===== config.mk =====
export PLATFORM = sky130hd
export DESIGN_NAME = ubs_top
export DESIGN_NICKNAME = d
export VERILOG_FILES = /design/src/rtl/ubs_pkg.sv /design/src/rtl/ubs_top.sv
export SDC_FILE = /design/constraint.sdc
export NUM_CORES = 1
export LEC_CHECK = 0
export ABC_CLOCK_PERIOD_IN_PS = 4600
export BUFFER_PORTS_ARGS = -buffer_cell sky130_fd_sc_hd__buf_2
export CAP_MARGIN = 30
export CORE_MARGIN = 2
export CORE_UTILIZATION = 60
export DETAILED_ROUTE_END_ITERATION = 6
export PLACE_DENSITY_LB_ADDON = 0.15
export RECOVER_POWER = 25
export SETUP_SLACK_MARGIN = 0.05
export SLEW_MARGIN = 20
export SYNTH_ARGS = -nofsm -noshare
export SYNTH_HDL_FRONTEND = slang
export SYNTH_SLANG_ARGS = --single-unit
export TNS_END_PERCENT = 50

===== constraint.sdc =====
create_clock -name clock_i -period 4.6 [get_ports clock_i]
set_clock_uncertainty 0.05 [all_clocks]
set_input_delay 0.92 -clock clock_i [delete_from_list [all_inputs] [get_ports clock_i]]
set_output_delay 0.92 -clock clock_i [all_outputs]
set_load 0.01 [all_outputs]

===== src/rtl/ubs_pkg.sv =====
// Package for the serial port break / synchronous master transmit block.
// Assumes one 20 MHz system clock and an APB register slave with 32-bit data.
package ubs_pkg;

	// Register byte addresses
	localparam logic [7:0] ADDR_CTRL = 8'h00;
	localparam logic [7:0] ADDR_STAT = 8'h04;
	localparam logic [7:0] ADDR_TXD = 8'h08;
	localparam logic [7:0] ADDR_RXD = 8'h0C;
	localparam logic [7:0] ADDR_BAUD = 8'h10;

	// Reset values
	localparam logic [11:0] CTRL_RST = 12'h000;
	localparam logic [15:0] BAUD_RST = 16'h0010;

	// Frame shapes, least significant bit leaves first
	localparam logic [13:0] IDLE_FRAME = 14'h3FFF;
	localparam logic [13:0] BREAK_FRAME = 14'h2000;
	localparam logic [3:0] BREAK_BITS = 4'hE;
	localparam logic [3:0] ASYNC_BITS8 = 4'hA;
	localparam logic [3:0] ASYNC_BITS9 = 4'hB;
	localparam logic [3:0] SYNC_BITS8 = 4'h8;
	localparam logic [3:0] SYNC_BITS9 = 4'h9;
	localparam logic [3:0] LAST_BIT = 4'h1;

	// Receive sample slots in whole bit periods after the start edge, each sampled mid-bit
	localparam logic [3:0] RX_START_IDX = 4'h0;
	localparam logic [3:0] RX_STOP_IDX = 4'h9;

	// Control register, bit 0 is transmit_enable
	typedef struct packed {
		logic autobaud_enable;
		logic wake_on_break_enable;
		logic ninth_transmit_bit;
		logic nine_bit_transmit;
		logic clock_polarity_select;
		logic port_enable;
		logic continuous_receive_enable;
		logic single_receive_enable;
		logic clock_source_master;
		logic serial_mode_clocked;
		logic send_break;
		logic transmit_enable;
	} ubs_ctrl_t;

	// Status register, bit 0 is shift_reg_empty
	typedef struct packed {
		logic break_seen;
		logic receive_idle;
		logic framing_error;
		logic receive_flag;
		logic transmit_buffer_flag;
		logic shift_reg_empty;
	} ubs_stat_t;

	typedef enum logic [1:0] {TX_IDLE, TX_ASYNC, TX_SYNC} ubs_tx_state_t;
	typedef enum logic {RX_IDLE, RX_RUN} ubs_rx_state_t;

endpackage


===== src/rtl/ubs_top.sv =====
// Serial port transmit core: break generation, wake on break, async receive
// and synchronous master transmit, with an APB register slave.
// Assumes pins pass through pads resolved by the bench from the enables.
//
// Contract
// - A wake-up event while wake on break is enabled sets the receive flag.
// - Hardware clears wake on break at the rising data edge ending the break.
// - Reading receive data clears the wake-up receive flag; data is meaningless.
// - Break is one start bit, twelve zero bits, one stop bit.
// - With send break and transmit enable, a data write starts a break of zeros.
// - Send break self-clears after the break stop bit; queued byte follows.
// - Shift register empty shows activity during a break as for characters.
// - Transmit buffer flag sets when the holding register empties.
// - Break received shows as receive flag, framing error and zero byte.
// - After wake, two transitions pass then the next byte is received.
// - Synchronous mode sends no start or stop bits, half duplex.
// - Mode bits select synchronous, master, transmit direction and port enable.
// - Master drives the clock pin, exactly one clock per data bit.
// - Data changes on the leading clock edge, stable through the trailing edge.
// - Polarity set idles clock high; clear idles low.
// - Synchronous master transmit drives both data and clock pins.
// - A data write moves to the shift register at once if it is empty.
// - Nine-bit mode sends the ninth bit captured before the data write.
// - Wake on break suspends reception; a falling data edge is the wake event.
//
// The APB register port and the register addresses were chosen for this implementation.
`timescale 1ns/1ns
`default_nettype none

module ubs_top
	import ubs_pkg::*;
(
	input wire logic clock_i,
	input wire logic sys_rst_i,
	input wire logic psel_i,
	input wire logic penable_i,
	input wire logic pwrite_i,
	input wire logic [7:0] paddr_i,
	input wire logic [31:0] pwdata_i,
	output logic [31:0] prdata_o,
	output logic pready_o,
	output logic pslverr_o,
	input wire logic clock_pin_i,
	output logic clock_pin_o,
	output logic clock_pin_oe_n_o,
	input wire logic data_pin_i,
	output logic data_pin_o,
	output logic data_pin_oe_n_o
);

	ubs_ctrl_t ctrl_ff, nxt_ctrl;
	ubs_stat_t stat;
	ubs_tx_state_t tx_state_ff, nxt_tx_state;
	ubs_rx_state_t rx_state_ff;
	logic [15:0] baud_ff, div_ff, rx_div_ff;
	logic [7:0] thr_ff, rx_sh_ff, rx_data_ff;
	logic thr9_ff, thr_full_ff, thr_brk_ff;
	logic [13:0] shift_ff, nxt_shift;
	logic [3:0] tx_left_ff, nxt_left;
	logic tx_phase_ff, tx_brk_ff, sck_act_ff, sdat_ff;
	logic rx_meta_ff, rx_sync_ff, rx_prev_ff, wake_low_ff;
	logic [4:0] rx_half_ff;
	logic frame_err_ff, rcv_flag_ff;
	logic [31:0] prdata_ff;
	logic ck_o_ff, ck_oe_n_ff, dt_o_ff, dt_oe_n_ff;

	// Frame of an asynchronous character, stop bit and idle ones above it
	function automatic logic [13:0] async_frame(input logic [7:0] d, input logic nine,
		input logic b9);
		async_frame = {4'hF, nine ? b9 : 1'b1, d, 1'b0};
	endfunction

	function automatic logic [3:0] frame_bits(input logic sync, input logic nine);
		if (sync) begin
			frame_bits = nine ? SYNC_BITS9 : SYNC_BITS8;
		end else begin
			frame_bits = nine ? ASYNC_BITS9 : ASYNC_BITS8;
		end
	endfunction

	// Bus decode
	wire apb_setup = psel_i & ~penable_i;
	wire apb_acc = psel_i & penable_i;
	wire hit_ctrl = paddr_i == ADDR_CTRL;
	wire hit_stat = paddr_i == ADDR_STAT;
	wire hit_txd = paddr_i == ADDR_TXD;
	wire hit_rxd = paddr_i == ADDR_RXD;
	wire hit_baud = paddr_i == ADDR_BAUD;
	wire mapped = hit_ctrl | hit_stat | hit_txd | hit_rxd | hit_baud;
	wire wr_ctrl = apb_acc & pwrite_i & hit_ctrl;
	wire wr_txd = apb_acc & pwrite_i & hit_txd;
	wire wr_baud = apb_acc & pwrite_i & hit_baud;
	wire rd_rxd = apb_acc & ~pwrite_i & hit_rxd;

	assign pready_o = 1'b1;
	assign pslverr_o = apb_acc & ~mapped;

	// Mode decode
	wire mode_sync = ctrl_ff.serial_mode_clocked;
	wire mode_master = ctrl_ff.clock_source_master;
	wire rx_off = ~ctrl_ff.single_receive_enable & ~ctrl_ff.continuous_receive_enable;
	wire port_en = ctrl_ff.port_enable;
	// Slave mode has no engine here, so a slave setup never starts shifting
	wire tx_go = port_en & ctrl_ff.transmit_enable & (~mode_sync | (mode_master & rx_off));
	wire wake_arm = ctrl_ff.wake_on_break_enable;

	// Transmit side
	wire tx_idle = tx_state_ff == TX_IDLE;
	wire half_tick = div_ff == baud_ff;
	wire brk_pending = (thr_full_ff & thr_brk_ff) | (~tx_idle & tx_brk_ff);
	// Only the first write after send_break is a break, so the sync byte queues
	wire mark_brk = ctrl_ff.send_break & ctrl_ff.transmit_enable & ~mode_sync & ~brk_pending;
	wire tx_load = thr_full_ff & tx_go & tx_idle;
	wire bit_end = ~tx_idle & half_tick & tx_phase_ff;
	wire tx_last = bit_end & (tx_left_ff == LAST_BIT);
	wire brk_done = tx_last & tx_brk_ff;
	wire lead_edge = (tx_state_ff == TX_SYNC) & half_tick & ~tx_phase_ff;

	// Receive side
	wire rx_fall = rx_prev_ff & ~rx_sync_ff;
	wire rx_rise = ~rx_prev_ff & rx_sync_ff;
	wire rx_en = port_en & ~mode_sync & ctrl_ff.continuous_receive_enable & ~wake_arm;
	wire rx_run = rx_state_ff == RX_RUN;
	wire rx_tick = rx_div_ff == baud_ff;
	wire [4:0] rx_half_nxt = rx_half_ff + 5'h01;
	wire [3:0] rx_idx = rx_half_nxt[4:1];
	wire rx_sample = rx_run & rx_tick & rx_half_nxt[0];
	wire rx_abort = rx_sample & (rx_idx == RX_START_IDX) & rx_sync_ff;
	wire rx_done = rx_sample & (rx_idx == RX_STOP_IDX);
	wire wake_event = wake_arm & rx_fall & ~wake_low_ff;
	wire wake_end = wake_arm & wake_low_ff & rx_rise;
	wire flag_set = wake_event | rx_done;

	assign stat.shift_reg_empty = tx_idle;
	assign stat.transmit_buffer_flag = ~thr_full_ff;
	assign stat.receive_flag = rcv_flag_ff;
	assign stat.framing_error = frame_err_ff;
	assign stat.receive_idle = ~rx_run & ~wake_low_ff;
	assign stat.break_seen = rcv_flag_ff & frame_err_ff & (rx_data_ff == 8'h00);

	// Hardware clears lose to a software write of the same cycle
	always_comb begin
		nxt_ctrl = wr_ctrl ? ubs_ctrl_t'(pwdata_i[11:0]) : ctrl_ff;
		if (!wr_ctrl && brk_done) begin
			nxt_ctrl.send_break = 1'b0;
		end
		if (!wr_ctrl && wake_end) begin
			nxt_ctrl.wake_on_break_enable = 1'b0;
		end
	end

	always_ff @(posedge clock_i) begin
		if (sys_rst_i) begin
			ctrl_ff <= ubs_ctrl_t'(CTRL_RST);
			baud_ff <= BAUD_RST;
		end else begin
			ctrl_ff <= nxt_ctrl;
			if (wr_baud) begin
				baud_ff <= pwdata_i[15:0];
			end
		end
	end

	// Read data is captured in the setup phase, so it comes from a flip-flop
	always_ff @(posedge clock_i) begin
		if (sys_rst_i) begin
			prdata_ff <= 32'h0000_0000;
		end else if (apb_setup && !pwrite_i) begin
			prdata_ff <= hit_ctrl ? {20'h0_0000, ctrl_ff} :
				hit_stat ? {26'h000_0000, stat} :
				hit_rxd ? {24'h00_0000, rx_data_ff} :
				hit_baud ? {16'h0000, baud_ff} : 32'h0000_0000;
		end
	end
	assign prdata_o = prdata_ff;

	// Holding register; the ninth bit is captured with the low byte
	always_ff @(posedge clock_i) begin
		if (sys_rst_i) begin
			thr_ff <= 8'h00;
			thr9_ff <= 1'b0;
			thr_full_ff <= 1'b0;
			thr_brk_ff <= 1'b0;
		end else if (wr_txd) begin
			thr_ff <= pwdata_i[7:0];
			thr9_ff <= ctrl_ff.ninth_transmit_bit;
			thr_full_ff <= 1'b1;
			thr_brk_ff <= mark_brk;
		end else if (tx_load) begin
			thr_full_ff <= 1'b0;
		end
	end

	// Half bit divider, held at zero while idle so a frame starts aligned
	always_ff @(posedge clock_i) begin
		if (sys_rst_i || tx_idle || half_tick) begin
			div_ff <= 16'h0000;
		end else begin
			div_ff <= div_ff + 16'h0001;
		end
	end

	always_comb begin
		nxt_tx_state = tx_state_ff;
		nxt_shift = shift_ff;
		nxt_left = tx_left_ff;
		if (!port_en) begin
			nxt_tx_state = TX_IDLE;
			nxt_shift = IDLE_FRAME;
		end else if (tx_load) begin
			nxt_tx_state = mode_sync ? TX_SYNC : TX_ASYNC;
			if (thr_brk_ff) begin
				nxt_shift = BREAK_FRAME;
				nxt_left = BREAK_BITS;
			end else if (mode_sync) begin
				// A stale ninth bit stays out of an eight-bit frame
				nxt_shift = {5'h00, thr9_ff & ctrl_ff.nine_bit_transmit, thr_ff};
				nxt_left = frame_bits(1'b1, ctrl_ff.nine_bit_transmit);
			end else begin
				nxt_shift = async_frame(thr_ff, ctrl_ff.nine_bit_transmit, thr9_ff);
				nxt_left = frame_bits(1'b0, ctrl_ff.nine_bit_transmit);
			end
		end else if (bit_end) begin
			nxt_shift = {1'b1, shift_ff[13:1]};
			nxt_left = tx_left_ff - 4'h1;
			if (tx_last) begin
				nxt_tx_state = TX_IDLE;
				nxt_shift = IDLE_FRAME;
			end
		end
	end

	always_ff @(posedge clock_i) begin
		if (sys_rst_i) begin
			tx_state_ff <= TX_IDLE;
			shift_ff <= IDLE_FRAME;
			tx_left_ff <= 4'h0;
			tx_phase_ff <= 1'b0;
			tx_brk_ff <= 1'b0;
		end else begin
			tx_state_ff <= nxt_tx_state;
			shift_ff <= nxt_shift;
			tx_left_ff <= nxt_left;
			tx_phase_ff <= (tx_load || !port_en) ? 1'b0 : tx_phase_ff ^ (half_tick & ~tx_idle);
			if (tx_load) begin
				tx_brk_ff <= thr_brk_ff;
			end
		end
	end

	// Synchronous clock and data: data moves with the leading edge only
	always_ff @(posedge clock_i) begin
		if (sys_rst_i) begin
			sck_act_ff <= 1'b0;
			sdat_ff <= 1'b1;
		end else if (!port_en || tx_state_ff != TX_SYNC) begin
			sck_act_ff <= 1'b0;
		end else if (half_tick) begin
			sck_act_ff <= ~tx_phase_ff;
			if (!tx_phase_ff) begin
				sdat_ff <= shift_ff[0];
			end
		end
	end

	// Pin drivers; both pins lag the engine by the same one cycle
	always_ff @(posedge clock_i) begin
		if (sys_rst_i) begin
			ck_o_ff <= 1'b1;
			ck_oe_n_ff <= 1'b1;
			dt_o_ff <= 1'b1;
			dt_oe_n_ff <= 1'b1;
		end else begin
			ck_o_ff <= mode_sync ? ctrl_ff.clock_polarity_select ^ sck_act_ff : shift_ff[0];
			ck_oe_n_ff <= ~(port_en & (mode_sync ? mode_master : ctrl_ff.transmit_enable));
			dt_o_ff <= sdat_ff;
			dt_oe_n_ff <= ~(port_en & mode_sync & mode_master & rx_off);
		end
	end
	assign clock_pin_o = ck_o_ff;
	assign clock_pin_oe_n_o = ck_oe_n_ff;
	assign data_pin_o = dt_o_ff;
	assign data_pin_oe_n_o = dt_oe_n_ff;

	// Data pin synchroniser and edge history
	always_ff @(posedge clock_i) begin
		if (sys_rst_i) begin
			rx_meta_ff <= 1'b1;
			rx_sync_ff <= 1'b1;
			rx_prev_ff <= 1'b1;
		end else begin
			rx_meta_ff <= data_pin_i;
			rx_sync_ff <= rx_meta_ff;
			rx_prev_ff <= rx_sync_ff;
		end
	end

	// Async receiver, sampling mid-bit; a short start glitch is dropped
	always_ff @(posedge clock_i) begin
		if (sys_rst_i) begin
			rx_state_ff <= RX_IDLE;
			rx_div_ff <= 16'h0000;
			rx_half_ff <= 5'h00;
			rx_sh_ff <= 8'h00;
			rx_data_ff <= 8'h00;
			frame_err_ff <= 1'b0;
		end else if (!rx_en) begin
			rx_state_ff <= RX_IDLE;
		end else if (!rx_run) begin
			rx_div_ff <= 16'h0000;
			rx_half_ff <= 5'h00;
			if (rx_fall) begin
				rx_state_ff <= RX_RUN;
			end
		end else begin
			rx_div_ff <= rx_tick ? 16'h0000 : rx_div_ff + 16'h0001;
			if (rx_tick) begin
				rx_half_ff <= rx_half_nxt;
			end
			if (rx_abort) begin
				rx_state_ff <= RX_IDLE;
			end else if (rx_done) begin
				rx_state_ff <= RX_IDLE;
				rx_data_ff <= rx_sh_ff;
				frame_err_ff <= ~rx_sync_ff;
			end else if (rx_sample && rx_idx != RX_START_IDX) begin
				rx_sh_ff <= {rx_sync_ff, rx_sh_ff[7:1]};
			end
		end
	end

	// Receive flag: a new event in the read cycle still sets it
	always_ff @(posedge clock_i) begin
		if (sys_rst_i) begin
			rcv_flag_ff <= 1'b0;
			wake_low_ff <= 1'b0;
		end else begin
			rcv_flag_ff <= flag_set | (rcv_flag_ff & ~rd_rxd);
			if (!wake_arm || wake_end) begin
				wake_low_ff <= 1'b0;
			end else if (wake_event) begin
				wake_low_ff <= 1'b1;
			end
		end
	end
endmodule

`default_nettype wire


Word-level counts from Yosys, hierarchy flattened
Index checks and enable logic that the tools add are counted.
{ "totals": {"ff_bits": 159, "latchBits": 0, "ramBits": 0, "romBits": 0, "in_bits": 47, "out_inout_bits": 38, "wordCells": 201, "memories": 0} }
{ "classes": {"n_addsub": 4, "n_mul": 0, "div_mod_pow": 0, "order_cmp": 0, "eq_ne": 10, "shifts": 0, "mux": 32, "bitwise": 80, "reduce_logical": 34} }
{ "ops": {"columns": ["cell", "count"], "rows": [
  ["$mux 16", 6],
  ["$mux 14", 4],
  ["$and 1x1->1", 47],
  ["$add 16x1->16 const B", 2],
  ["$eq 16x16->1", 2],
  ["$not 1->1", 23],
  ["$eq 8x4->1 const B", 2],
  ["$logic_not 8->1", 2],
  ["$reduce_or 2->1", 7],
  ["$mux 13", 1],
  ["$mux 1", 11],
  ["$mux 2", 5],
  ["$mux 5", 2],
  ["$eq 8x3->1 const B", 1],
  ["$eq 8x5->1 const B", 1],
  ["$mux 4", 2],
  ["$or 1x1->1", 8],
  ["$reduce_and 2->1", 3],
  ["$reduce_bool 2->1", 3],
  ["$add 5x1->5 const B", 1],
  ["$logic_or 1x1->1", 5],
  ["$reduce_and 5->1", 1],
  ["$eq 4x1->1 const B", 1],
  ["$eq 4x4->1 const B", 1],
  ["12 further kinds", 19]
]} }

Depth between registers and ports, before layout
{ "logic_depth": {"word_depth": 9, "mapped_depth": 12, "depth_no_buf": 10} }

Worst setup path after synthesis
OpenSTA, ideal clock, no wires.
{ "synth_timing": {"path_type": "in2out", "startpoint": "input paddr_i[0]", "endpoint": "output pslverr_o", "t_arrival_ps": 2109, "required_time_ps": 3630, "setup_slack_ps": 1521, "path_stages": 5, "n_path_buf": 2, "cell_sequence": "or4_1 buf_2 and4bb_1 buf_2 nor3_1"} }
{ "synth_between": {"elab_chain_len": 7, "elab_cells_between_ends": 11, "cone_classes": "4 x eq/ne; 6 x bitwise; 1 x reduce/logical"} }
{ "synth_rtl": {"columns": ["item", "line_no", "source"], "rows": [
  ["from (decl)", "ubs_top.sv:38", "input wire logic [7:0] paddr_i,"],
  ["$eq 8x3->1 or $logic_not 8->1 (tied branches)", "ubs_top.sv:85, ubs_top.sv:84", null],
  ["$or 1x1->1 (3 in a row)", "ubs_top.sv:89", "wire mapped = hit_ctrl | hit_stat | hit_txd | hit_rxd | hit_baud;"],
  ["$or 1x1->1 *", "ubs_top.sv:89", null],
  ["$not 1->1 *", "ubs_top.sv:96", "assign pslverr_o = apb_acc & ~mapped;"],
  ["$and 1x1->1 *", "ubs_top.sv:96", null],
  ["to (decl)", "ubs_top.sv:42", "output logic pslverr_o,"]
]} }
Every way passes the cells marked *; elsewhere a longest branch is shown, timed or not.

Worst setup path after layout
{ "layout_timing": {"startpoint": "input sys_rst_i", "endpoint": "register wake_low_ff"} }
{ "layout_between": {"elab_chain_len": 1} }
{ "layout_rtl": {"columns": ["item", "line_no", "source"], "rows": [
  ["from (decl)", "ubs_top.sv:34", "input wire logic sys_rst_i,"],
  ["$reduce_or 2->1 (no line)", null, null],
  ["to (signal assigned)", "ubs_top.sv:336", "wake_low_ff <= 1'b0;"],
  ["to (signal assigned)", "ubs_top.sv:340", "wake_low_ff <= 1'b0;"],
  ["to (signal assigned)", "ubs_top.sv:342", "wake_low_ff <= 1'b1;"],
  ["to (decl)", "ubs_top.sv:61", "logic rx_meta_ff, rx_sync_ff, rx_prev_ff, wake_low_ff;"]
]} }
No other way between the ends.
A chain may end at the register's enable or synchronous reset.

==> flow_metrics.tcl <==
set metrics [dict create \
    yosysSeqAreaShare_pct 42.2 \
    cts.repair.resized 0 \
    synth_edf_count 0 \
    status "finished, violations left" \
    antenna_left 0 \
    grt_pass1_vias 5263 \
    drv_slew 85 \
    ctsHoldBuffers 0 \
    rsz0062_at_grt "no" \
    core_area_sq_um 10900 \
    worst_pin_slew_ns 2.00 \
    routed_wl_um 16600 \
    drtIter0Drc 625 \
    setup_viol 0 \
    synth_flop_cell "dfxtp_1" \
    root_buffer "clkbuf_16" \
    dr.pass1.iters 5 \
    fin_crit_sh_pct 79.1 \
    cellPowerDensity_nw_per_um2 359 \
    cp.arrival_ns 3.81 \
    irDropWorstVdd_mv 0.271 \
    clock_path_buffers 2 \
    grt.total_usage_pct 28.1 \
    num_vias 5771 \
    startpoint_type "input pin" \
    cp.required_ns 4.77 \
    grt_pass1_wl_um 26100 \
    tritoncts "yes" \
    clk_pin_slew_ns 0.06 \
    wire_per_inst_um 17.4 \
    async_reset_ff_share_pct 0 \
    top_level_ports 85 \
    hold_viol 0 \
    cpPeakStageDelay_ns 1.52 \
    vias_per_cell 6.03 \
    cp_common_cell "clkbuf_1" \
    worstPathCellList "clkbuf_1 -> clkbuf_1 -> nor3b_1" \
    fillers 907 \
    area_delta_synth_final_pct 11.4 \
    fin_cells 957 \
    maxCapViolations 2 \
    yosysWarnings 0 \
    place.gp.congestion 0.836 \
    cts.htree.levels 4 \
    drive_gt1_share_pct 9.55 \
    ys_ff_latch 143 \
    relSlewSlack_pct -33.7 \
    worstSetupPathType "input pin to flip-flop" \
    die_area_sq_um 12200 \
    grt_remaining_overflow 0 \
    post-route-drc-count 0 \
    numCtsBuffers 17 \
    die_x_um 110 \
    p_leak_uw 0.00278 \
    num_rows 38 \
    worstSetupEndpointType "flip-flop" \
    initial_utilization_pct 62.0 \
    min_period_ns 3.64 \
    fin_tns_setup_ns 0 \
    die_h_um 110 \
    hold_slack_ns 0.354 \
    synth_cell_types 65 \
    grt_max_degree 47 \
    hpwl_um 11600 \
    antennaDiodeCount 0 \
    syn_area_per_cell_sq_um 8.70 \
    synth_cells 780 \
    antenna_found_initial 1 \
    critPathMaxFanout 46 \
    post_cts_buffers 0 \
    insertion_delay_ns 0.43 \
    fmax_ghz 0.275 \
    nNetsFinal 858 \
    dp.cells 926 \
    io_buffers 50 \
    crit_slowest_cell "clkbuf_1" \
    clkSinkCount 143 \
    violations "max-capacitance violations, max-slew violations" \
    hp-class "flip-flop to flip-flop" \
    syn-cell-area_sq_um 6790 \
]
-- sequential cells by signal, indices dropped and copies added (netlist names), 2 cells and up --
signal       cells
tx_state_ff      2
baud_ff         16
rx_div_ff       16
div_ff          16
rx_half_ff       5
shift_ff        14
prdata_o        16
tx_left_ff       4
ctrl_ff          8
rx_sh_ff         8
thr_ff           8
rx_data_ff       8
-- layer usage --
metal / wire length (um) / part of all wire [%] / GRT usage [%]
met1: 7310 / 44 / 36.7
met2: 7990 / 48 / 46.0
met3: 1060 / 6.4 / 6.29
met4: 251 / 1.5 / 9.82
met5: 17 / 0.10 / 0
-- area by class of cell --
class | count | area (sq um) | share of cell area (%)
multi-input combinational | 570 | 3580 | 47.4
sequential | 143 | 2860 | 37.9
clock buffer | 21 | 470 | 6.22
timing repair buffer | 59 | 280 | 3.71
tap | 140 | 175 | 2.32
clock inverter | 10 | 136 | 1.80
inverter | 14 | 52.6 | 0.695
-- worst paths after layout --
| kind | cells past startpoint | slack (ns) | endpoint | start |
|---|---|---|---|---|
| setup reg to reg | 6 | 1.31 | tx_left_ff[2]$_SDFFE_PP0P_ | mode_sync$_SDFFE_PP0P_ |
| hold / removal | 1 | 0.35 | rx_sync_ff$_SDFF_PP1_ | rx_meta_ff$_SDFF_PP1_ |
| hold reg to reg | 1 | 0.35 | rx_sync_ff$_SDFF_PP1_ | rx_meta_ff$_SDFF_PP1_ |
| setup / recovery | 3 | 0.96 | wake_low_ff$_SDFFE_PP0P_ | sys_rst_i |
-- metrics by stage --
stage	utilization, %	total power, uW	cell area, sq um	worst slack [ns]
finish	69.1	2720	7560	0.962
global route	69.1	2790	7560	0.728
CTS	69.5	2730	7590	1.04
detailed placement	63.9	1340	6990	1.04
global placement	63.8	1340	6980	1.07
floorplan	-	1330	6840	1.52
-- report_power, final --
group | internal, uW | leakage (uW) | switching, uW | total [uW]
registers | 1240 | 0.00115 | 2.71 | 1250
clock network | 889 | 0.000291 | 510 | 1400
logic | 20.9 | 0.00133 | 52.0 | 72.9
total | 2150 | 0.00278 | 565 | 2720
-- layout by cell type (no fill, tap or decap), drive strengths merged, types with 3 or more instances in the layout --
| cell type | netlist | layout |
|---|---|---|
| dfxtp | 143 | 143 |
| or3 | 5 | 5 |
| ha | 6 | 6 |
| o21a | 3 | 3 |
| nand4 | 17 | 17 |
| nand3b | 3 | 3 |
| a31oi | 3 | 3 |
| o221ai | 8 | 8 |
| clkbuf | 39 | 45 |
| or2 | 5 | 5 |
| nand2 | 62 | 62 |
| nor2 | 86 | 86 |
| buf | 29 | 35 |
| bufinv | 0 | 3 |
| o311ai | 9 | 9 |
| nand3 | 42 | 42 |
| a21oi | 59 | 59 |
| xor2 | 27 | 27 |
| nor2b | 7 | 7 |
| and3 | 7 | 7 |
| a221oi | 4 | 4 |
| nor4 | 11 | 11 |
| inv | 14 | 14 |
| xnor2 | 38 | 38 |
| nor3 | 16 | 16 |
| conb | 2 | 17 |
| o211ai | 3 | 3 |
| o21ai | 25 | 25 |
| clkinvlp | 0 | 3 |
| mux2i | 45 | 45 |
| and4 | 3 | 3 |
| clkinv | 0 | 4 |
| and2 | 4 | 4 |
| o22ai | 3 | 3 |
| nand2b | 9 | 9 |
| nor3b | 4 | 4 |
| a211o | 6 | 6 |
-- Yosys cell counts, types with 14 or more instances --
cell type / n / area, sq um
a21oi_1: 59 / 295
buf_4: 18 / 135
clkbuf_1: 38 / 143
dfxtp_1: 143 / 2860
inv_1: 14 / 52.6
mux2i_1: 45 / 450
nand2_1: 62 / 233
nand3_1: 41 / 205
nand4_1: 17 / 106
nor2_1: 86 / 323
nor3_1: 16 / 80.1
o21ai_0: 24 / 120
xnor2_1: 38 / 333
xor2_1: 27 / 236
-- worst max-delay path, delay by kind of cell --
kind | cells | cell delay, ns
buffers and inverters | 2 | 2.71
AND/OR/NAND/NOR | 1 | 0.15
-- cells by family (layout without fill, tap and decap cells) --
family / Yosys count / after routing / share of synthesized area, %
xor gates and xnor gates: 66 / 66 / 8.72
buffers and inverters: 82 / 104 / 6.07
AOI/OAI and AO/OA: 144 / 144 / 13.7
DFF: 143 / 143 / 42.2
and+or+nand+nor: 292 / 292 / 21.5
adders and majority gates: 6 / 6 / 1.11
other: 2 / 17 / 0.111
muxes: 45 / 45 / 6.64
No activity file was read; power rests on OpenSTA's default activity.
